==> config.mk <==
export PLATFORM = sky130hd
export DESIGN_NAME = atpa_top
export DESIGN_NICKNAME = d
export VERILOG_FILES = /design/src/inc/atpa_pkg.sv /design/src/logic/atpa_top.sv
export SDC_FILE = /design/constraint.sdc
export NUM_CORES = 1
export LEC_CHECK = 0
export BUFFER_PORTS_ARGS = -buffer_cell sky130_fd_sc_hd__buf_4
export CAP_MARGIN = 20
export CORE_MARGIN = 2
export CORE_UTILIZATION = 40
export DETAILED_ROUTE_END_ITERATION = 10
export PLACE_DENSITY = 0.63
export SETUP_SLACK_MARGIN = 0.1
export SLEW_MARGIN = 15
export SYNTH_ARGS = -nofsm -noshare
export SYNTH_HDL_FRONTEND = slang
export SYNTH_SLANG_ARGS = --single-unit
==> constraint.sdc <==
create_clock -name mclk -period 28.3 [get_ports mclk]
set_input_delay 2.83 -clock mclk [delete_from_list [all_inputs] [get_ports mclk]]
set_output_delay 2.83 -clock mclk [all_outputs]
set_load 0.05 [all_outputs]
==> src/inc/atpa_pkg.sv <==
`default_nettype none
package atpa_pkg;
	localparam int unsigned CLK_HZ  = 20_000_000;
	localparam int unsigned RATE_LO = 110;
	localparam int unsigned RATE_MI = 200;
	localparam int unsigned RATE_HI = 300;
	localparam int unsigned BIT_LO_CYC = CLK_HZ / RATE_LO;
	localparam int unsigned BIT_MI_CYC = CLK_HZ / RATE_MI;
	localparam int unsigned BIT_HI_CYC = CLK_HZ / RATE_HI;
	localparam int unsigned TICK_PER_S = 20;
	localparam int unsigned TICK_CYC   = CLK_HZ / TICK_PER_S;
	localparam int          CNT_W      = 20;
	localparam int unsigned DEF_PKT_LEN = 16;
	localparam int unsigned DEF_XOFF_M  = 4;

	localparam logic [3:0] SPD_LO = 4'h0;
	localparam logic [3:0] SPD_MI = 4'h8;
	localparam logic [3:0] SPD_HI = 4'h2;

	localparam logic [4:0] STOP_BIT   = 5'h09;
	localparam logic [4:0] GUARD_BITS = 5'h0A;
	localparam logic [4:0] BRK_BITS   = 5'h14;

	localparam logic [7:0] CH_DLE  = 8'h10;
	localparam logic [7:0] CH_DC1  = 8'h11;
	localparam logic [7:0] CH_DC3  = 8'h13;
	localparam logic [7:0] CH_CR   = 8'h0D;
	localparam logic [7:0] CH_SP   = 8'h20;
	localparam logic [7:0] CH_PLUS = 8'h2B;
	localparam logic [7:0] CH_DEL  = 8'h7F;

	localparam logic [7:0] FWD_NONE = 8'h00;
	localparam logic [7:0] FWD_CR   = 8'h02;
	localparam logic [7:0] FWD_CTRL = 8'h7E;

	localparam logic [7:0] BRK_NONE  = 8'h00;
	localparam logic [7:0] BRK_INTR  = 8'h01;
	localparam logic [7:0] BRK_RESET = 8'h02;
	localparam logic [7:0] BRK_ESC   = 8'h08;
	localparam logic [7:0] BRK_DISC  = 8'h15;

	localparam logic [7:0] PROF_TRANSP = 8'h00;
	localparam logic [7:0] PROF_SIMPLE = 8'h01;
	localparam int         PROF_REQ_BIT = 8;

	localparam logic [7:0] TR_IDLE = 8'h14;
	localparam logic [7:0] SI_IDLE = 8'h00;

	localparam logic [1:0] CAUSE_REMOTE = 2'h0;
	localparam logic [1:0] CAUSE_PROC   = 2'h1;
	localparam logic [1:0] CAUSE_CONG   = 2'h2;
	localparam logic [7:0] SVC_REMOTE_CH = 8'h52;
	localparam logic [7:0] SVC_PROC_CH   = 8'h45;
	localparam logic [7:0] SVC_CONG_CH   = 8'h43;

	localparam logic [7:0] A_PARAM_A = 8'h00;
	localparam logic [7:0] A_PARAM_B = 8'h04;
	localparam logic [7:0] A_PROFILE = 8'h08;
	localparam logic [7:0] A_STATUS  = 8'h0C;

	typedef enum logic [3:0] {
		ST_IDLE  = 4'b0001,
		ST_DATA  = 4'b0010,
		ST_WAITC = 4'b0100,
		ST_CMD   = 4'b1000
	} atpa_state_t;
endpackage
`default_nettype wire

==> src/logic/atpa_top.sv <==
// Notes on behaviour
// - Autodetected speed coded 0/8/2 for 110/200/300
// - Terminal flow control code 0 off, 1 on
// - Other profiles take the requested profile's defaults
// - Data transfer from connect until clear or escape
// - Recall set: DLE only via escape procedure
// - Character is bits between start and stop
// - Send at terminal rate with start, stop
// - Forward when data exceeds one packet
// - Forward after idle timer expires, flow permitting
// - Blocked: keep appending, X-OFF at M or fewer free
// - Forwarding character goes in packet, then forward
// - Break forwards unless break action is zero
// - First command character forwards pending packet
// - X-ON on entering data transfer if enabled
// - X-OFF at M free or when leaving
// - X-ON again once M+1 characters fit
// - Break action 2 resets the virtual call
// - Remote reset sends service signal if enabled
// - Cause: remote, procedure error or congestion
// - Break indication from packet side sends break
// - Idle timer in twentieths, zero disables
// - Forwarding set: none, CR, all controls plus DEL
// - Service signals suppressed at 0, sent at 1
// - Break action codes 0,1,2,8,21
`timescale 1ns/1ps
`default_nettype none
module atpa_top #(
	parameter int unsigned PKT_LEN    = atpa_pkg::DEF_PKT_LEN,
	parameter int unsigned XOFF_M     = atpa_pkg::DEF_XOFF_M,
	parameter int unsigned BIT_LO_CYC = atpa_pkg::BIT_LO_CYC,
	parameter int unsigned BIT_MI_CYC = atpa_pkg::BIT_MI_CYC,
	parameter int unsigned BIT_HI_CYC = atpa_pkg::BIT_HI_CYC,
	parameter int unsigned TICK_CYC   = atpa_pkg::TICK_CYC
) (
	input  wire logic        mclk,
	input  wire logic        reset_n,
	input  wire logic        wb_cyc_i,
	input  wire logic        wb_stb_i,
	input  wire logic        wb_we_i,
	input  wire logic [7:0]  wb_adr_i,
	input  wire logic [3:0]  wb_sel_i,
	input  wire logic [31:0] wb_dat_i,
	output var  logic [31:0] wb_dat_o,
	output var  logic        wb_ack_o,
	input  wire logic        rx_i,
	output var  logic        tx_o,
	input  wire logic        connected,
	input  wire logic        call_clear,
	input  wire logic        cmd_done,
	output var  logic        cmd_valid,
	output var  logic [7:0]  cmd_data,
	input  wire logic        fwd_permit,
	output var  logic        out_valid,
	output var  logic [7:0]  out_data,
	output var  logic        out_last,
	input  wire logic        out_ready,
	input  wire logic        in_valid,
	input  wire logic [7:0]  in_data,
	output var  logic        in_ready,
	input  wire logic        vc_reset,
	input  wire logic [1:0]  vc_cause,
	input  wire logic        brk_in,
	output var  logic        intr_req,
	output var  logic        vc_reset_req,
	output var  logic        brk_ind,
	output var  logic        data_state
);
	import atpa_pkg::*;

	localparam int IW = $clog2(PKT_LEN);
	localparam int CW = IW + 1;
	localparam int unsigned TH_HM = (BIT_HI_CYC + BIT_MI_CYC) / 2;
	localparam int unsigned TH_ML = (BIT_MI_CYC + BIT_LO_CYC) / 2;

	typedef struct packed {
		logic                     rx_s1;
		logic                     rx_s2;
		logic                     rx_d;
		atpa_state_t              state;
		logic [7:0]               p_idle;
		logic [7:0]               p_fwd;
		logic [7:0]               p_brk;
		logic                     p_recall;
		logic                     p_anc;
		logic                     p_svc;
		logic                     p_flow;
		logic                     discard;
		logic [7:0]               prof;
		logic                     spd_known;
		logic [3:0]               spd_code;
		logic                     meas;
		logic [CNT_W-1:0]         meas_cnt;
		logic                     rx_busy;
		logic                     rx_guard;
		logic [CNT_W-1:0]         rx_cnt;
		logic [4:0]               rx_bit;
		logic [7:0]               rx_sh;
		logic                     hold_v;
		logic [7:0]               hold_ch;
		logic [PKT_LEN-1:0][7:0]  buff;
		logic [CW-1:0]            count;
		logic [CW-1:0]            rd;
		logic                     fwd_req;
		logic                     drain;
		logic                     idle_arm;
		logic [CNT_W-1:0]         tick_cnt;
		logic [7:0]               idle_cnt;
		logic                     xoff_pend;
		logic                     xon_pend;
		logic                     xoff_sent;
		logic                     svc_pend;
		logic [7:0]               svc_ch;
		logic                     brk_pend;
		logic                     tx_paused;
		logic                     tx_busy;
		logic                     tx_brk;
		logic [CNT_W-1:0]         tx_cnt;
		logic [4:0]               tx_bit;
		logic [9:0]               tx_sh;
		logic                     tx_line;
		logic                     wb_ack;
		logic [31:0]              wb_dat;
		logic                     out_valid;
		logic                     out_last;
		logic [7:0]               out_data;
		logic                     in_ready;
		logic                     cmd_valid;
		logic [7:0]               cmd_data;
		logic                     intr_req;
		logic                     rst_req;
		logic                     brk_ind;
		logic                     dt;
	} atpa_st_t;

	atpa_st_t    st_reg;
	atpa_st_t    st_next;
	logic [1:0]  rst_sync_reg;
	logic        rst_n_s;

	function automatic logic [CNT_W-1:0] bit_cycles(input logic [3:0] code);
		case (code)
			SPD_HI: bit_cycles = CNT_W'(BIT_HI_CYC);
			SPD_MI: bit_cycles = CNT_W'(BIT_MI_CYC);
			default: bit_cycles = CNT_W'(BIT_LO_CYC);
		endcase
	endfunction

	function automatic logic is_fwd(input logic [7:0] ch, input logic [7:0] sel);
		case (sel)
			FWD_CR: is_fwd = (ch == CH_CR);
			FWD_CTRL: is_fwd = (ch < CH_SP) || (ch == CH_DEL);
			default: is_fwd = 1'b0;
		endcase
	endfunction

	function automatic logic [7:0] cause_char(input logic [1:0] cause);
		case (cause)
			CAUSE_REMOTE: cause_char = SVC_REMOTE_CH;
			CAUSE_PROC: cause_char = SVC_PROC_CH;
			default: cause_char = SVC_CONG_CH;
		endcase
	endfunction

	always_ff @(posedge mclk or negedge reset_n) begin
		if (!reset_n)
			rst_sync_reg <= 2'h0;
		else
			rst_sync_reg <= {rst_sync_reg[0], 1'b1};
	end
	assign rst_n_s = rst_sync_reg[1];

	always_comb begin
		logic [CNT_W-1:0] bitc;
		logic [CW-1:0]    free;
		logic             rx_ev;
		logic             brk_ev;
		logic             go_dt;
		logic             go_wait;
		logic             start;
		logic             tx_go;
		logic [7:0]       tx_ch;
		logic             wr;
		logic [7:0]       ch;
		st_next = st_reg;
		bitc = bit_cycles(st_reg.spd_code);
		free = CW'(PKT_LEN) - st_reg.count;
		ch = st_reg.rx_sh;
		rx_ev = 1'b0;
		brk_ev = 1'b0;
		go_dt = 1'b0;
		go_wait = 1'b0;
		tx_go = 1'b0;
		tx_ch = 8'h00;
		start = 1'b0;
		wr = 1'b0;
		st_next.rx_s1 = rx_i;
		st_next.rx_s2 = st_reg.rx_s1;
		st_next.rx_d = st_reg.rx_s2;
		st_next.cmd_valid = 1'b0;
		st_next.intr_req = 1'b0;
		st_next.rst_req = 1'b0;
		st_next.brk_ind = 1'b0;

		// Register bus: ack one cycle after request, write lands at the ack edge
		st_next.wb_ack = wb_cyc_i && wb_stb_i && !st_reg.wb_ack;
		wr = st_reg.wb_ack && wb_cyc_i && wb_stb_i && wb_we_i;
		case ({wb_adr_i[7:2], 2'b00})
			A_PARAM_A: st_next.wb_dat = {8'h00, st_reg.p_brk, st_reg.p_fwd, st_reg.p_idle};
			A_PARAM_B: st_next.wb_dat = {27'h000_0000, st_reg.discard, st_reg.p_flow,
				st_reg.p_svc, st_reg.p_anc, st_reg.p_recall};
			A_PROFILE: st_next.wb_dat = {24'h00_0000, st_reg.prof};
			A_STATUS: st_next.wb_dat = {16'h0000, 5'(st_reg.count), st_reg.xoff_sent,
				st_reg.tx_paused, st_reg.state, st_reg.spd_known, st_reg.spd_code};
			default: st_next.wb_dat = 32'h0000_0000;
		endcase
		if (wr && {wb_adr_i[7:2], 2'b00} == A_PARAM_A) begin
			if (wb_sel_i[0]) st_next.p_idle = wb_dat_i[7:0];
			if (wb_sel_i[1]) st_next.p_fwd = wb_dat_i[15:8];
			if (wb_sel_i[2]) st_next.p_brk = wb_dat_i[23:16];
		end
		if (wr && wb_sel_i[0] && {wb_adr_i[7:2], 2'b00} == A_PARAM_B) begin
			st_next.p_recall = wb_dat_i[0];
			st_next.p_anc = wb_dat_i[1];
			st_next.p_svc = wb_dat_i[2];
			st_next.p_flow = wb_dat_i[3];
			st_next.discard = wb_dat_i[4];
		end
		if (wr && wb_sel_i[0] && {wb_adr_i[7:2], 2'b00} == A_PROFILE) begin
			st_next.prof = wb_dat_i[7:0];
			// Speed is never loaded from a profile: it stays as detected
			if (wb_dat_i[7:0] == PROF_SIMPLE ||
			    (wb_dat_i[7:0] != PROF_TRANSP && wb_dat_i[PROF_REQ_BIT])) begin
				st_next.p_recall = 1'b1;
				st_next.p_fwd = FWD_CTRL;
				st_next.p_idle = SI_IDLE;
				st_next.p_anc = 1'b1;
				st_next.p_svc = 1'b1;
				st_next.p_brk = BRK_RESET;
				st_next.p_flow = 1'b1;
			end else begin
				st_next.p_recall = 1'b0;
				st_next.p_fwd = FWD_NONE;
				st_next.p_idle = TR_IDLE;
				st_next.p_anc = 1'b0;
				st_next.p_svc = 1'b0;
				st_next.p_brk = BRK_RESET;
				st_next.p_flow = 1'b0;
			end
		end

		// Receiver: first start bit measures the speed, then framed characters
		if (!st_reg.spd_known) begin
			if (st_reg.meas) begin
				if (st_reg.rx_s2) begin
					st_next.meas = 1'b0;
					st_next.spd_known = 1'b1;
					st_next.spd_code = (st_reg.meas_cnt < CNT_W'(TH_HM)) ? SPD_HI :
						(st_reg.meas_cnt < CNT_W'(TH_ML)) ? SPD_MI : SPD_LO;
					st_next.rx_guard = 1'b1;
					st_next.rx_cnt = '0;
					st_next.rx_bit = '0;
				end else if (st_reg.meas_cnt != '1) begin
					st_next.meas_cnt = st_reg.meas_cnt + 1'b1;
				end
			end else if (!st_reg.rx_s2 && st_reg.rx_d) begin
				st_next.meas = 1'b1;
				st_next.meas_cnt = '0;
			end
		end else if (st_reg.rx_guard) begin
			// Line must rest at mark for a whole character before the next start bit
			if (!st_reg.rx_s2) begin
				st_next.rx_cnt = '0;
				st_next.rx_bit = '0;
			end else if (st_reg.rx_cnt == bitc - 1'b1) begin
				st_next.rx_cnt = '0;
				st_next.rx_bit = st_reg.rx_bit + 1'b1;
				if (st_reg.rx_bit == GUARD_BITS - 1'b1)
					st_next.rx_guard = 1'b0;
			end else begin
				st_next.rx_cnt = st_reg.rx_cnt + 1'b1;
			end
		end else if (st_reg.rx_busy) begin
			if (st_reg.rx_cnt != '0) begin
				st_next.rx_cnt = st_reg.rx_cnt - 1'b1;
			end else begin
				st_next.rx_cnt = bitc - 1'b1;
				st_next.rx_bit = st_reg.rx_bit + 1'b1;
				if (st_reg.rx_bit == 5'h00) begin
					if (st_reg.rx_s2)
						st_next.rx_busy = 1'b0;
				end else if (st_reg.rx_bit != STOP_BIT) begin
					st_next.rx_sh = {st_reg.rx_s2, st_reg.rx_sh[7:1]};
				end else begin
					st_next.rx_busy = 1'b0;
					if (st_reg.rx_s2) begin
						rx_ev = 1'b1;
					end else if (st_reg.rx_sh == 8'h00) begin
						brk_ev = 1'b1;
						st_next.rx_guard = 1'b1;
						st_next.rx_cnt = '0;
						st_next.rx_bit = '0;
					end
				end
			end
		end else if (!st_reg.rx_s2 && st_reg.rx_d) begin
			st_next.rx_busy = 1'b1;
			st_next.rx_cnt = bitc >> 1;
			st_next.rx_bit = '0;
		end

		// Packet assembly; a start in this cycle blocks appends so no char is lost
		start = !st_reg.drain && st_reg.fwd_req && st_reg.count != '0 && fwd_permit;
		if (st_reg.hold_v && !st_reg.drain && !start) begin
			if (st_reg.count == CW'(PKT_LEN)) begin
				st_next.fwd_req = 1'b1;
			end else begin
				st_next.buff[st_reg.count[IW-1:0]] = st_reg.hold_ch;
				st_next.count = st_reg.count + 1'b1;
				st_next.hold_v = 1'b0;
				if (is_fwd(st_reg.hold_ch, st_reg.p_fwd))
					st_next.fwd_req = 1'b1;
			end
		end
		if (st_reg.drain) begin
			if (out_ready) begin
				if (st_reg.out_last) begin
					st_next.drain = 1'b0;
					st_next.out_valid = 1'b0;
					st_next.out_last = 1'b0;
					st_next.count = '0;
				end else begin
					st_next.rd = st_reg.rd + 1'b1;
					st_next.out_data = st_reg.buff[st_next.rd[IW-1:0]];
					st_next.out_last = (st_reg.rd + 2'd2 == st_reg.count);
				end
			end
		end else if (start) begin
			st_next.fwd_req = 1'b0;
			st_next.drain = 1'b1;
			st_next.rd = '0;
			st_next.out_valid = 1'b1;
			st_next.out_data = st_reg.buff[0];
			st_next.out_last = (st_reg.count == CW'(1));
		end else if (st_reg.fwd_req && st_reg.count == '0 && !st_reg.hold_v) begin
			st_next.fwd_req = 1'b0;
		end

		// Idle timer in twentieths of a second
		if (st_reg.state == ST_DATA && st_reg.idle_arm && st_reg.p_idle != 8'h00) begin
			if (st_reg.tick_cnt == CNT_W'(TICK_CYC - 1)) begin
				st_next.tick_cnt = '0;
				st_next.idle_cnt = st_reg.idle_cnt + 1'b1;
				if (st_reg.idle_cnt == st_reg.p_idle - 1'b1) begin
					st_next.fwd_req = 1'b1;
					st_next.idle_arm = 1'b0;
				end
			end else begin
				st_next.tick_cnt = st_reg.tick_cnt + 1'b1;
			end
		end

		// Characters from the terminal by interface state
		if (rx_ev && st_reg.p_flow && (ch == CH_DC1 || ch == CH_DC3)) begin
			st_next.tx_paused = (ch == CH_DC3);
		end else if (rx_ev) begin
			case (st_reg.state)
				ST_DATA: begin
					st_next.idle_arm = (st_reg.p_idle != 8'h00);
					st_next.idle_cnt = 8'h00;
					st_next.tick_cnt = '0;
					if (st_reg.p_recall && ch == CH_DLE) begin
						go_wait = 1'b1;
					end else begin
						if (st_reg.p_anc && !st_reg.xoff_sent && free <= CW'(XOFF_M)) begin
							st_next.xoff_pend = 1'b1;
							st_next.xoff_sent = 1'b1;
						end
						// Overrun while the hold byte is busy drops the character
						if (!st_next.hold_v) begin
							st_next.hold_v = 1'b1;
							st_next.hold_ch = ch;
						end
					end
				end
				ST_WAITC: begin
					if (ch == CH_DLE) begin
						go_dt = 1'b1;
						st_next.hold_v = 1'b1;
						st_next.hold_ch = ch;
					end else if (ch == CH_CR || ch == CH_PLUS) begin
						go_dt = 1'b1;
					end else if (ch > CH_SP && ch < CH_DEL) begin
						st_next.state = ST_CMD;
						st_next.fwd_req = 1'b1;
						st_next.cmd_valid = 1'b1;
						st_next.cmd_data = ch;
					end
				end
				ST_CMD: begin
					st_next.cmd_valid = 1'b1;
					st_next.cmd_data = ch;
				end
				default: ;
			endcase
		end

		if (brk_ev && st_reg.state == ST_DATA && st_reg.p_brk != BRK_NONE) begin
			st_next.fwd_req = 1'b1;
			case (st_reg.p_brk)
				BRK_INTR: st_next.intr_req = 1'b1;
				BRK_RESET: st_next.rst_req = 1'b1;
				BRK_ESC: go_wait = 1'b1;
				BRK_DISC: begin
					st_next.discard = 1'b1;
					st_next.intr_req = 1'b1;
					st_next.brk_ind = 1'b1;
				end
				default: ;
			endcase
		end

		if (st_reg.state == ST_IDLE && connected)
			go_dt = 1'b1;
		if (st_reg.state == ST_CMD && cmd_done)
			go_dt = 1'b1;
		if (go_wait)
			st_next.state = ST_WAITC;
		if (go_dt) begin
			st_next.state = ST_DATA;
			st_next.xoff_sent = 1'b0;
			st_next.xon_pend = st_reg.p_anc;
		end
		if ((go_wait || (call_clear && st_reg.state != ST_IDLE)) && st_reg.p_anc) begin
			st_next.xoff_pend = 1'b1;
			st_next.xoff_sent = 1'b1;
		end
		if (call_clear && st_reg.state != ST_IDLE) begin
			st_next.state = ST_IDLE;
			st_next.count = '0;
			st_next.hold_v = 1'b0;
			st_next.fwd_req = 1'b0;
			st_next.drain = 1'b0;
			st_next.out_valid = 1'b0;
			st_next.out_last = 1'b0;
		end
		if (st_reg.state == ST_DATA && st_reg.xoff_sent && !st_reg.xoff_pend &&
		    free > CW'(XOFF_M)) begin
			st_next.xon_pend = 1'b1;
			st_next.xoff_sent = 1'b0;
		end
		if (vc_reset && st_reg.p_svc) begin
			st_next.svc_pend = 1'b1;
			st_next.svc_ch = cause_char(vc_cause);
		end
		if (brk_in)
			st_next.brk_pend = 1'b1;

		// Transmitter; an accepted data byte beats flow characters beat service signals beat break
		if (st_reg.tx_busy) begin
			if (st_reg.tx_cnt != bitc - 1'b1) begin
				st_next.tx_cnt = st_reg.tx_cnt + 1'b1;
			end else begin
				st_next.tx_cnt = '0;
				st_next.tx_bit = st_reg.tx_bit + 1'b1;
				if (st_reg.tx_brk) begin
					if (st_reg.tx_bit == BRK_BITS - 1'b1) begin
						st_next.tx_busy = 1'b0;
						st_next.tx_line = 1'b1;
					end
				end else begin
					st_next.tx_sh = {1'b1, st_reg.tx_sh[9:1]};
					st_next.tx_line = st_reg.tx_sh[1];
					if (st_reg.tx_bit == STOP_BIT)
						st_next.tx_busy = 1'b0;
				end
			end
		end else if (in_valid && st_reg.in_ready) begin
			tx_go = !st_reg.discard;
			tx_ch = in_data;
		end else if (st_reg.xoff_pend) begin
			tx_go = 1'b1;
			tx_ch = CH_DC3;
			st_next.xoff_pend = 1'b0;
		end else if (st_reg.xon_pend) begin
			tx_go = 1'b1;
			tx_ch = CH_DC1;
			st_next.xon_pend = 1'b0;
		end else if (st_reg.svc_pend) begin
			tx_go = 1'b1;
			tx_ch = st_reg.svc_ch;
			st_next.svc_pend = 1'b0;
		end else if (st_reg.brk_pend) begin
			st_next.brk_pend = 1'b0;
			st_next.tx_busy = 1'b1;
			st_next.tx_brk = 1'b1;
			st_next.tx_line = 1'b0;
			st_next.tx_cnt = '0;
			st_next.tx_bit = '0;
		end
		if (tx_go) begin
			st_next.tx_busy = 1'b1;
			st_next.tx_brk = 1'b0;
			st_next.tx_sh = {1'b1, tx_ch, 1'b0};
			st_next.tx_line = 1'b0;
			st_next.tx_cnt = '0;
			st_next.tx_bit = '0;
		end
		// Delivery waits outside data transfer and while the terminal paused us
		st_next.in_ready = !st_next.tx_busy && !tx_go && st_next.state == ST_DATA &&
			!st_next.tx_paused && !st_next.xoff_pend && !st_next.xon_pend &&
			!st_next.svc_pend && !st_next.brk_pend && !(in_valid && st_reg.in_ready);
		st_next.dt = (st_next.state == ST_DATA);
	end

	always_ff @(posedge mclk or negedge rst_n_s) begin
		if (!rst_n_s) begin
			st_reg <= '0;
			st_reg.state <= ST_IDLE;
			st_reg.tx_line <= 1'b1;
			st_reg.p_idle <= TR_IDLE;
			st_reg.p_brk <= BRK_RESET;
		end else begin
			st_reg <= st_next;
		end
	end

	assign wb_dat_o = st_reg.wb_dat;
	assign wb_ack_o = st_reg.wb_ack;
	assign tx_o = st_reg.tx_line;
	assign cmd_valid = st_reg.cmd_valid;
	assign cmd_data = st_reg.cmd_data;
	assign out_valid = st_reg.out_valid;
	assign out_data = st_reg.out_data;
	assign out_last = st_reg.out_last;
	assign in_ready = st_reg.in_ready;
	assign intr_req = st_reg.intr_req;
	assign vc_reset_req = st_reg.rst_req;
	assign brk_ind = st_reg.brk_ind;
	assign data_state = st_reg.dt;
endmodule
`default_nettype wire
==> reports/metrics.cfg, run 1 <==
[outcome]
outcome=complete, no violations

[synthesis]
mappedNetlistArea_mm2=0.0198
synth_edf_count=0
syn_avg_cell_area_um2=10.6
synthSimpleGateAreaFrac=0.173
dominant_combinational_cell_family_by_area_after_synthesis=simple AND/OR/NAND/NOR gates
synthesized_instance_count=1875
yosysWarnings=0
ys_dominant_reg_cell=sky130_fd_sc_hd__dfrtp_1
synth_cell_types=83
synth_async_sr_flop_share=1.00
seq_area_frac_synth=0.481
xor_xnor_portion_of_the_synthesized_cell_area=0.0421
yosys-mux-area-fraction=0.154
synth-adder-area-share=0.0152
synth-compound-area-share=0.0925
synth.ff_latch_count=380

[final_layout]
final_core_util=0.456
largest_register_ffs=326
fin_area_mm2=0.0223
multi_input_comb_area_mm2=0.00948
diodes=0
nFillCells=4563
synthToLayoutAreaGrowth_pct=12.5
drive_above_1_share=0.220
num-nets-final=2005
register_area_mm2=0.00952

[timing]
setup_total_negative_slack_ps=0
setup_repair_after_global_routing_missed_its_margin=no
report.final.hold_viol_count=0
max_slew_margin=0.310
timing_worst_slew_pin_value_ps=1030
fin_crit_sh=0.191
fmax_mhz=185
period_needed_ps=5390
final_max_slew_viol_count=0
clock-skew-final_ps=18.0
setup_viol=0

[worst_setup_path]
timing_worst_setup_path_type=input pin to flop
critical_path.max_fanout=23
cp_data_arrival_time_ps=5890
critical_path.reg2reg.startpoint=st_reg[145]
setup.worst_path.end_class=flop
cp_startpoint_kind=input pin
timing.reg2reg.worst_path_depth=10
timing.reg2reg.setup_slack_ps=24540
r2r_end=st_reg[210]
cp_data_required_time_ps=28800

[min_path]
hold-path-cell-count=0
worstHoldEndpoint=rst_sync_reg[1]
hold_path_startpoint=rst_sync_reg[0]
min-delay-path-class=flop to flop

[clock_tree]
cts_root_buf=sky130_fd_sc_hd__clkbuf_16
clk_latency_ps=560
clockBufferDepth=3
cts.htree.levels=2
postCtsSetupRepairBufs=0
clock_tree_from_tritoncts=built
hold_buffers=0
clk_pin_slew_worst_paths_ps=60
postCtsResizedCells=0
cts_inserted_buffers=43
numClockSinks=380

[detailed_routing]
drt_pre_antenna_iters=5
via_count=14500
routed_wirelength_um=48400
drtAntennaViolNets=0
drt-initial-drc-count=1258
via_per_inst=5.55
routed_wire_length_per_instance_um=18.6
final_routed_drc_violation_total=0

[floorplan]
die_width_um=226
num_io_pins=126
start_util=0.405
dieArea_mm2=0.0513
core_footprint_mm2=0.0488
rows=81
floorplan.die.height_um=226

[global_route]
global_route.usage.total=0.193
grt_remaining_overflow=0
grt_max_degree=185
antenna_found_initial=2
via_count_of_the_first_global_routing_pass=14300
grt_first_pass_wirelength_um=78500

[place]
place.port_buffers=106
gpl.final_weighted_congestion=0.876
detailedPlacementHpwl_um=33000
dpl-instance-area_mm2=0.0209

[power_and_ir_drop]
vdd_drop_max_v=0.0000326
post-layout-total-power_uw=1380
power.static_leakage_uw=0.0101
power_density_mw_per_mm2=62.0

[run]
number_of_maximum_capacitance_violations=0

## synthesized netlist by cell type, types with 8 or more instances
master,n,share of area
sky130_fd_sc_hd__a22oi_1,11,0.0042
sky130_fd_sc_hd__a22o_1,14,0.0062
sky130_fd_sc_hd__nor3_1,40,0.010
sky130_fd_sc_hd__nor4_1,19,0.0060
sky130_fd_sc_hd__or4_1,9,0.0034
sky130_fd_sc_hd__ha_1,24,0.015
sky130_fd_sc_hd__a31oi_1,16,0.0051
sky130_fd_sc_hd__nand4_1,28,0.0089
sky130_fd_sc_hd__or3_1,9,0.0028
sky130_fd_sc_hd__nand3_1,67,0.017
sky130_fd_sc_hd__nand2_1,178,0.034
sky130_fd_sc_hd__mux4_2,43,0.049
sky130_fd_sc_hd__clkbuf_1,79,0.015
sky130_fd_sc_hd__buf_4,48,0.018
sky130_fd_sc_hd__mux2_2,159,0.090
sky130_fd_sc_hd__and3_1,43,0.014
sky130_fd_sc_hd__o21ai_0,100,0.025
sky130_fd_sc_hd__nor3b_1,8,0.0030
sky130_fd_sc_hd__nor4b_1,11,0.0049
sky130_fd_sc_hd__nand2b_1,13,0.0041
sky130_fd_sc_hd__xnor2_1,36,0.016
sky130_fd_sc_hd__nand3b_1,13,0.0049
sky130_fd_sc_hd__o31ai_1,11,0.0042
sky130_fd_sc_hd__and2_1,13,0.0041
sky130_fd_sc_hd__inv_1,33,0.0063
sky130_fd_sc_hd__nor2b_1,12,0.0038
sky130_fd_sc_hd__a21oi_1,76,0.019
sky130_fd_sc_hd__xor2_1,59,0.026
sky130_fd_sc_hd__nor2_1,178,0.034
sky130_fd_sc_hd__mux2i_1,27,0.014
sky130_fd_sc_hd__dfrtp_1,375,0.47
## worst max-delay path, stage by stage
cell and delay [ps]:
sky130_fd_sc_hd__buf_4 120, sky130_fd_sc_hd__nor4_4 660, sky130_fd_sc_hd__nand3_1 190, sky130_fd_sc_hd__nor2_1 680, sky130_fd_sc_hd__nand2_1 760, sky130_fd_sc_hd__nor2_1 460
sky130_fd_sc_hd__a221o_1 170
## metal layers
layer	vias up	track usage	wire [um]
met2	419	0.297	21600
met1	7251	0.282	22500
met5	-	0	0
met4	0	0.0541	978
met3	70	0.0299	3350
li1	6741	-	-
## metrics by stage
stage / hold slack [ps] / setup slack [ps] / cells
after floorplan: 331 / 16930 / 1882
after global placement: 332 / 22020 / 2531
after detailed placement: 336 / 21980 / 2532
after CTS: 349 / 22580 / 2610
after global routing: 363 / 22600 / 2610
final: 348 / 22910 / 2610
## layout make-up
class	instances	area share
clock buffer	64	0.0560
clock inverter	14	0.00427
inverter	34	0.00573
multi-input combinational	1329	0.426
sequential	380	0.428
tap	664	0.0373
timing repair buffer	125	0.0429
## report_power, final
group	switching (uW)	internal, uW	leakage, uW
sequential	47.5	564	0.00514
clock	227	306	0.000651
combinational	147	88.5	0.00426
total	421	958	0.0101
## cell usage in the layout (no fill, tap or decap), drive strengths merged, types with 6 or more instances in the layout
cell type,n
nand3b,13
a21o,6
nor4bb,7
o21ai,105
conb,9
or4,10
mux4,43
a22o,14
o31ai,11
nand3,67
a31oi,16
nand4,28
buf,125
or2,7
xor2,59
xnor2,36
and2,13
nand2b,13
inv,34
clkbuf,64
nor2,179
nor2b,12
dfrtp,375
nor4,21
clkinv,10
mux2,160
nor3b,8
nand2,178
a22oi,12
nor3,42
a21oi,76
and3,43
nor4b,12
mux2i,27
or3,9
ha,24
and4,6
## worst max path at each step
stage                     from           to  slack (ps)  cells past startpoint
2_1_floorplan  rst_sync_reg[1]      brk_ind       16930                      0
3_3_place_gp       wb_adr_i[5]  st_reg[375]       22020                      7
3_5_place_dp       wb_adr_i[5]  st_reg[372]       21980                      7
4_1_cts            wb_adr_i[5]  st_reg[375]       22580                      7
5_1_grt            wb_adr_i[5]  st_reg[375]       22600                      7
6_report           wb_adr_i[5]  st_reg[375]       22910                      7
## cells by family (layout without fill, tap and decap cells)
family	count (synthesis)	after routing
DFF	380	380
other	2	9
buffers and inverters	173	237
muxes	230	230
AOI/OAI and AO/OA	292	292
xor gates and xnor gates	95	95
and+or+nand+nor	679	679
adders and majority gates	24	24
No activity file was read; power rests on OpenSTA's default activity.
==> run 2: changes to the inputs <==
Settings changed: PLACE_DENSITY 0.63 to 0.66.
Clock period 28.3 ns to 4.85 ns, I/O delays scaled along.
==> run 2 against run 1 <==
  * Sequential share of layout area fell by 0.45 points
  * Count of clock-buffer cells in the layout fell by 7
  * Clock skew rose by 14 ps
  * Critical endpoint is now st_reg[206]
  * Register-to-register slack got worse by 23000 ps
  * Flip-flop and latch count did not move
  * Largest cell class unchanged
==> reports/metrics.cfg, run 2 (synthesized netlist as in run 1, its figures left out) <==
[timing]
hold_ws_ps=110
timing_worst_slew_pin_value_ps=1190
max_slew_margin=0.201
fmax_mhz=270
report.final.hold_viol_count=0
clock-skew-final_ps=32.1
setup_total_negative_slack_ps=0
period_needed_ps=3710
setup_repair_after_global_routing_missed_its_margin=no
setup_viol=0
fin_crit_sh=0.765
final_max_slew_viol_count=0

[run]
number_of_maximum_capacitance_violations=0

[final_layout]
commonest_non_fill_non_tap_cell_in_the_layout=sky130_fd_sc_hd__dfrtp_1
nFillCells=4471
largest_register_ffs=326
synthToLayoutAreaGrowth_pct=13.7
drive_above_1_share=0.227
most-common-layout-cells=sky130_fd_sc_hd__dfrtp_1 (373), sky130_fd_sc_hd__nor2_1 (178), sky130_fd_sc_hd__nand2_1 (178)
num-nets-final=2012
final_core_util=0.460

[power_and_ir_drop]
power.static_leakage_uw=0.0102
switchingPower_uw=2510
clkPwrFrac=0.406
power_frac_seq=0.428
vdd_drop_max_v=0.000216
netSwitchingFraction=0.301
power_density_mw_per_mm2=371
internal_power_uw=5840
combPwrFrac=0.166

[worst_setup_path]
critical_path.max_fanout=8
timing_worst_setup_path_type=flop to flop
cp_startpoint_kind=flop
setup.worst_path.end_class=flop
timing.reg2reg.setup_slack_ps=1140
cp_data_required_time_ps=5290
cp_data_arrival_time_ps=4150

[clock_tree]
cts.htree.levels=2
postCtsResizedCells=0
clock_tree_from_tritoncts=built
cts_inserted_buffers=43
clk_latency_ps=590
hold_buffers=2
clockBufferDepth=3
postCtsSetupRepairBufs=0
clk_pin_slew_worst_paths_ps=60
numClockSinks=380
cts_root_buf=sky130_fd_sc_hd__clkbuf_16

[global_route]
grt_first_pass_wirelength_um=78300
grt_remaining_overflow=0
grt_max_degree=126
global_route.usage.total=0.192
via_count_of_the_first_global_routing_pass=14600
antenna_found_initial=0

[place]
detailedPlacementHpwl_um=33300
gpl.final_weighted_congestion=0.915
place.port_buffers=106

[floorplan]
rows=81
floorplan.die.height_um=226
start_util=0.405
core_footprint_mm2=0.0488
die_width_um=226
num_io_pins=126
dieArea_mm2=0.0513

[detailed_routing]
routed_wire_length_per_instance_um=18.5
drtAntennaViolNets=0
drt-initial-drc-count=989
final_routed_drc_violation_total=0
via_per_inst=5.55
routed_wirelength_um=48400
drt_pre_antenna_iters=5
via_count=14600

[outcome]
outcome=complete, no violations

[min_path]
min-delay-path-class=input pin to flop

-- run 2: worst paths after layout --
kind,startpoint,cells after the start,end
worst max-delay path,st_reg[145],10,st_reg[206]
min in group asynchronous,reset_n,2,rst_sync_reg[1]
worst min-delay path,vc_cause[0],2,st_reg[98]
max in group asynchronous,rst_sync_reg[1],1,st_reg[366]
worst min register to register,st_next[390],0,st_next[389]
worst max register to register,st_reg[145],10,st_reg[206]
-- run 2: cell type report --
type	count	area [um^2]	area share
diodes	1	2.50	0.000111
clock buffers	57	1230	0.0546
clock inverters	23	270	0.0120
inverters	34	128	0.00567
multi-input cells	1329	9470	0.421
flip-flops and latches	380	9520	0.423
well taps	664	831	0.0369
repair buffers	132	1040	0.0464
-- run 2: layer usage --
| metal | GRT usage | up-vias | part of all wire |
|---|---|---|---|
| li1 | - | 6783 | - |
| met1 | 0.269 | 7323 | 0.46 |
| met2 | 0.301 | 382 | 0.45 |
| met3 | 0.0384 | 66 | 0.063 |
| met4 | 0.0567 | 0 | 0.020 |
| met5 | 0 | - | 0 |
-- run 2: critical path: stages, from the launching register on --
cell	delay, ps
sky130_fd_sc_hd__dfrtp_1	480
sky130_fd_sc_hd__inv_1	150
sky130_fd_sc_hd__ha_1	200
sky130_fd_sc_hd__and2_1	190
sky130_fd_sc_hd__ha_1	210
sky130_fd_sc_hd__nor4bb_1	60
sky130_fd_sc_hd__buf_4	200
sky130_fd_sc_hd__nor4b_2	590
sky130_fd_sc_hd__nand2_1	300
sky130_fd_sc_hd__nor2_1	770
sky130_fd_sc_hd__mux2_2	420
-- run 2: power by group through the flow --
stage	combinational, uW	sequential (uW)	clock, uW
2_1_floorplan	1080	3500	0
3_3_place_gp	1340	3610	0
3_5_place_dp	1360	3620	0
4_1_cts	1370	3560	3470
5_1_grt	1550	3590	3600
6_report	1390	3570	3390
-- run 2: through the flow --
step / setup slack, ps / total power, uW / instance area (um^2) / instances
floorplan: 1110 / 4580 / 19800 / 1882
global placement: 1210 / 4950 / 20900 / 2535
detailed placement: 1170 / 4980 / 21000 / 2536
CTS: 1150 / 8400 / 22500 / 2618
global route: 852 / 8740 / 22500 / 2619
finish: 1140 / 8350 / 22500 / 2620
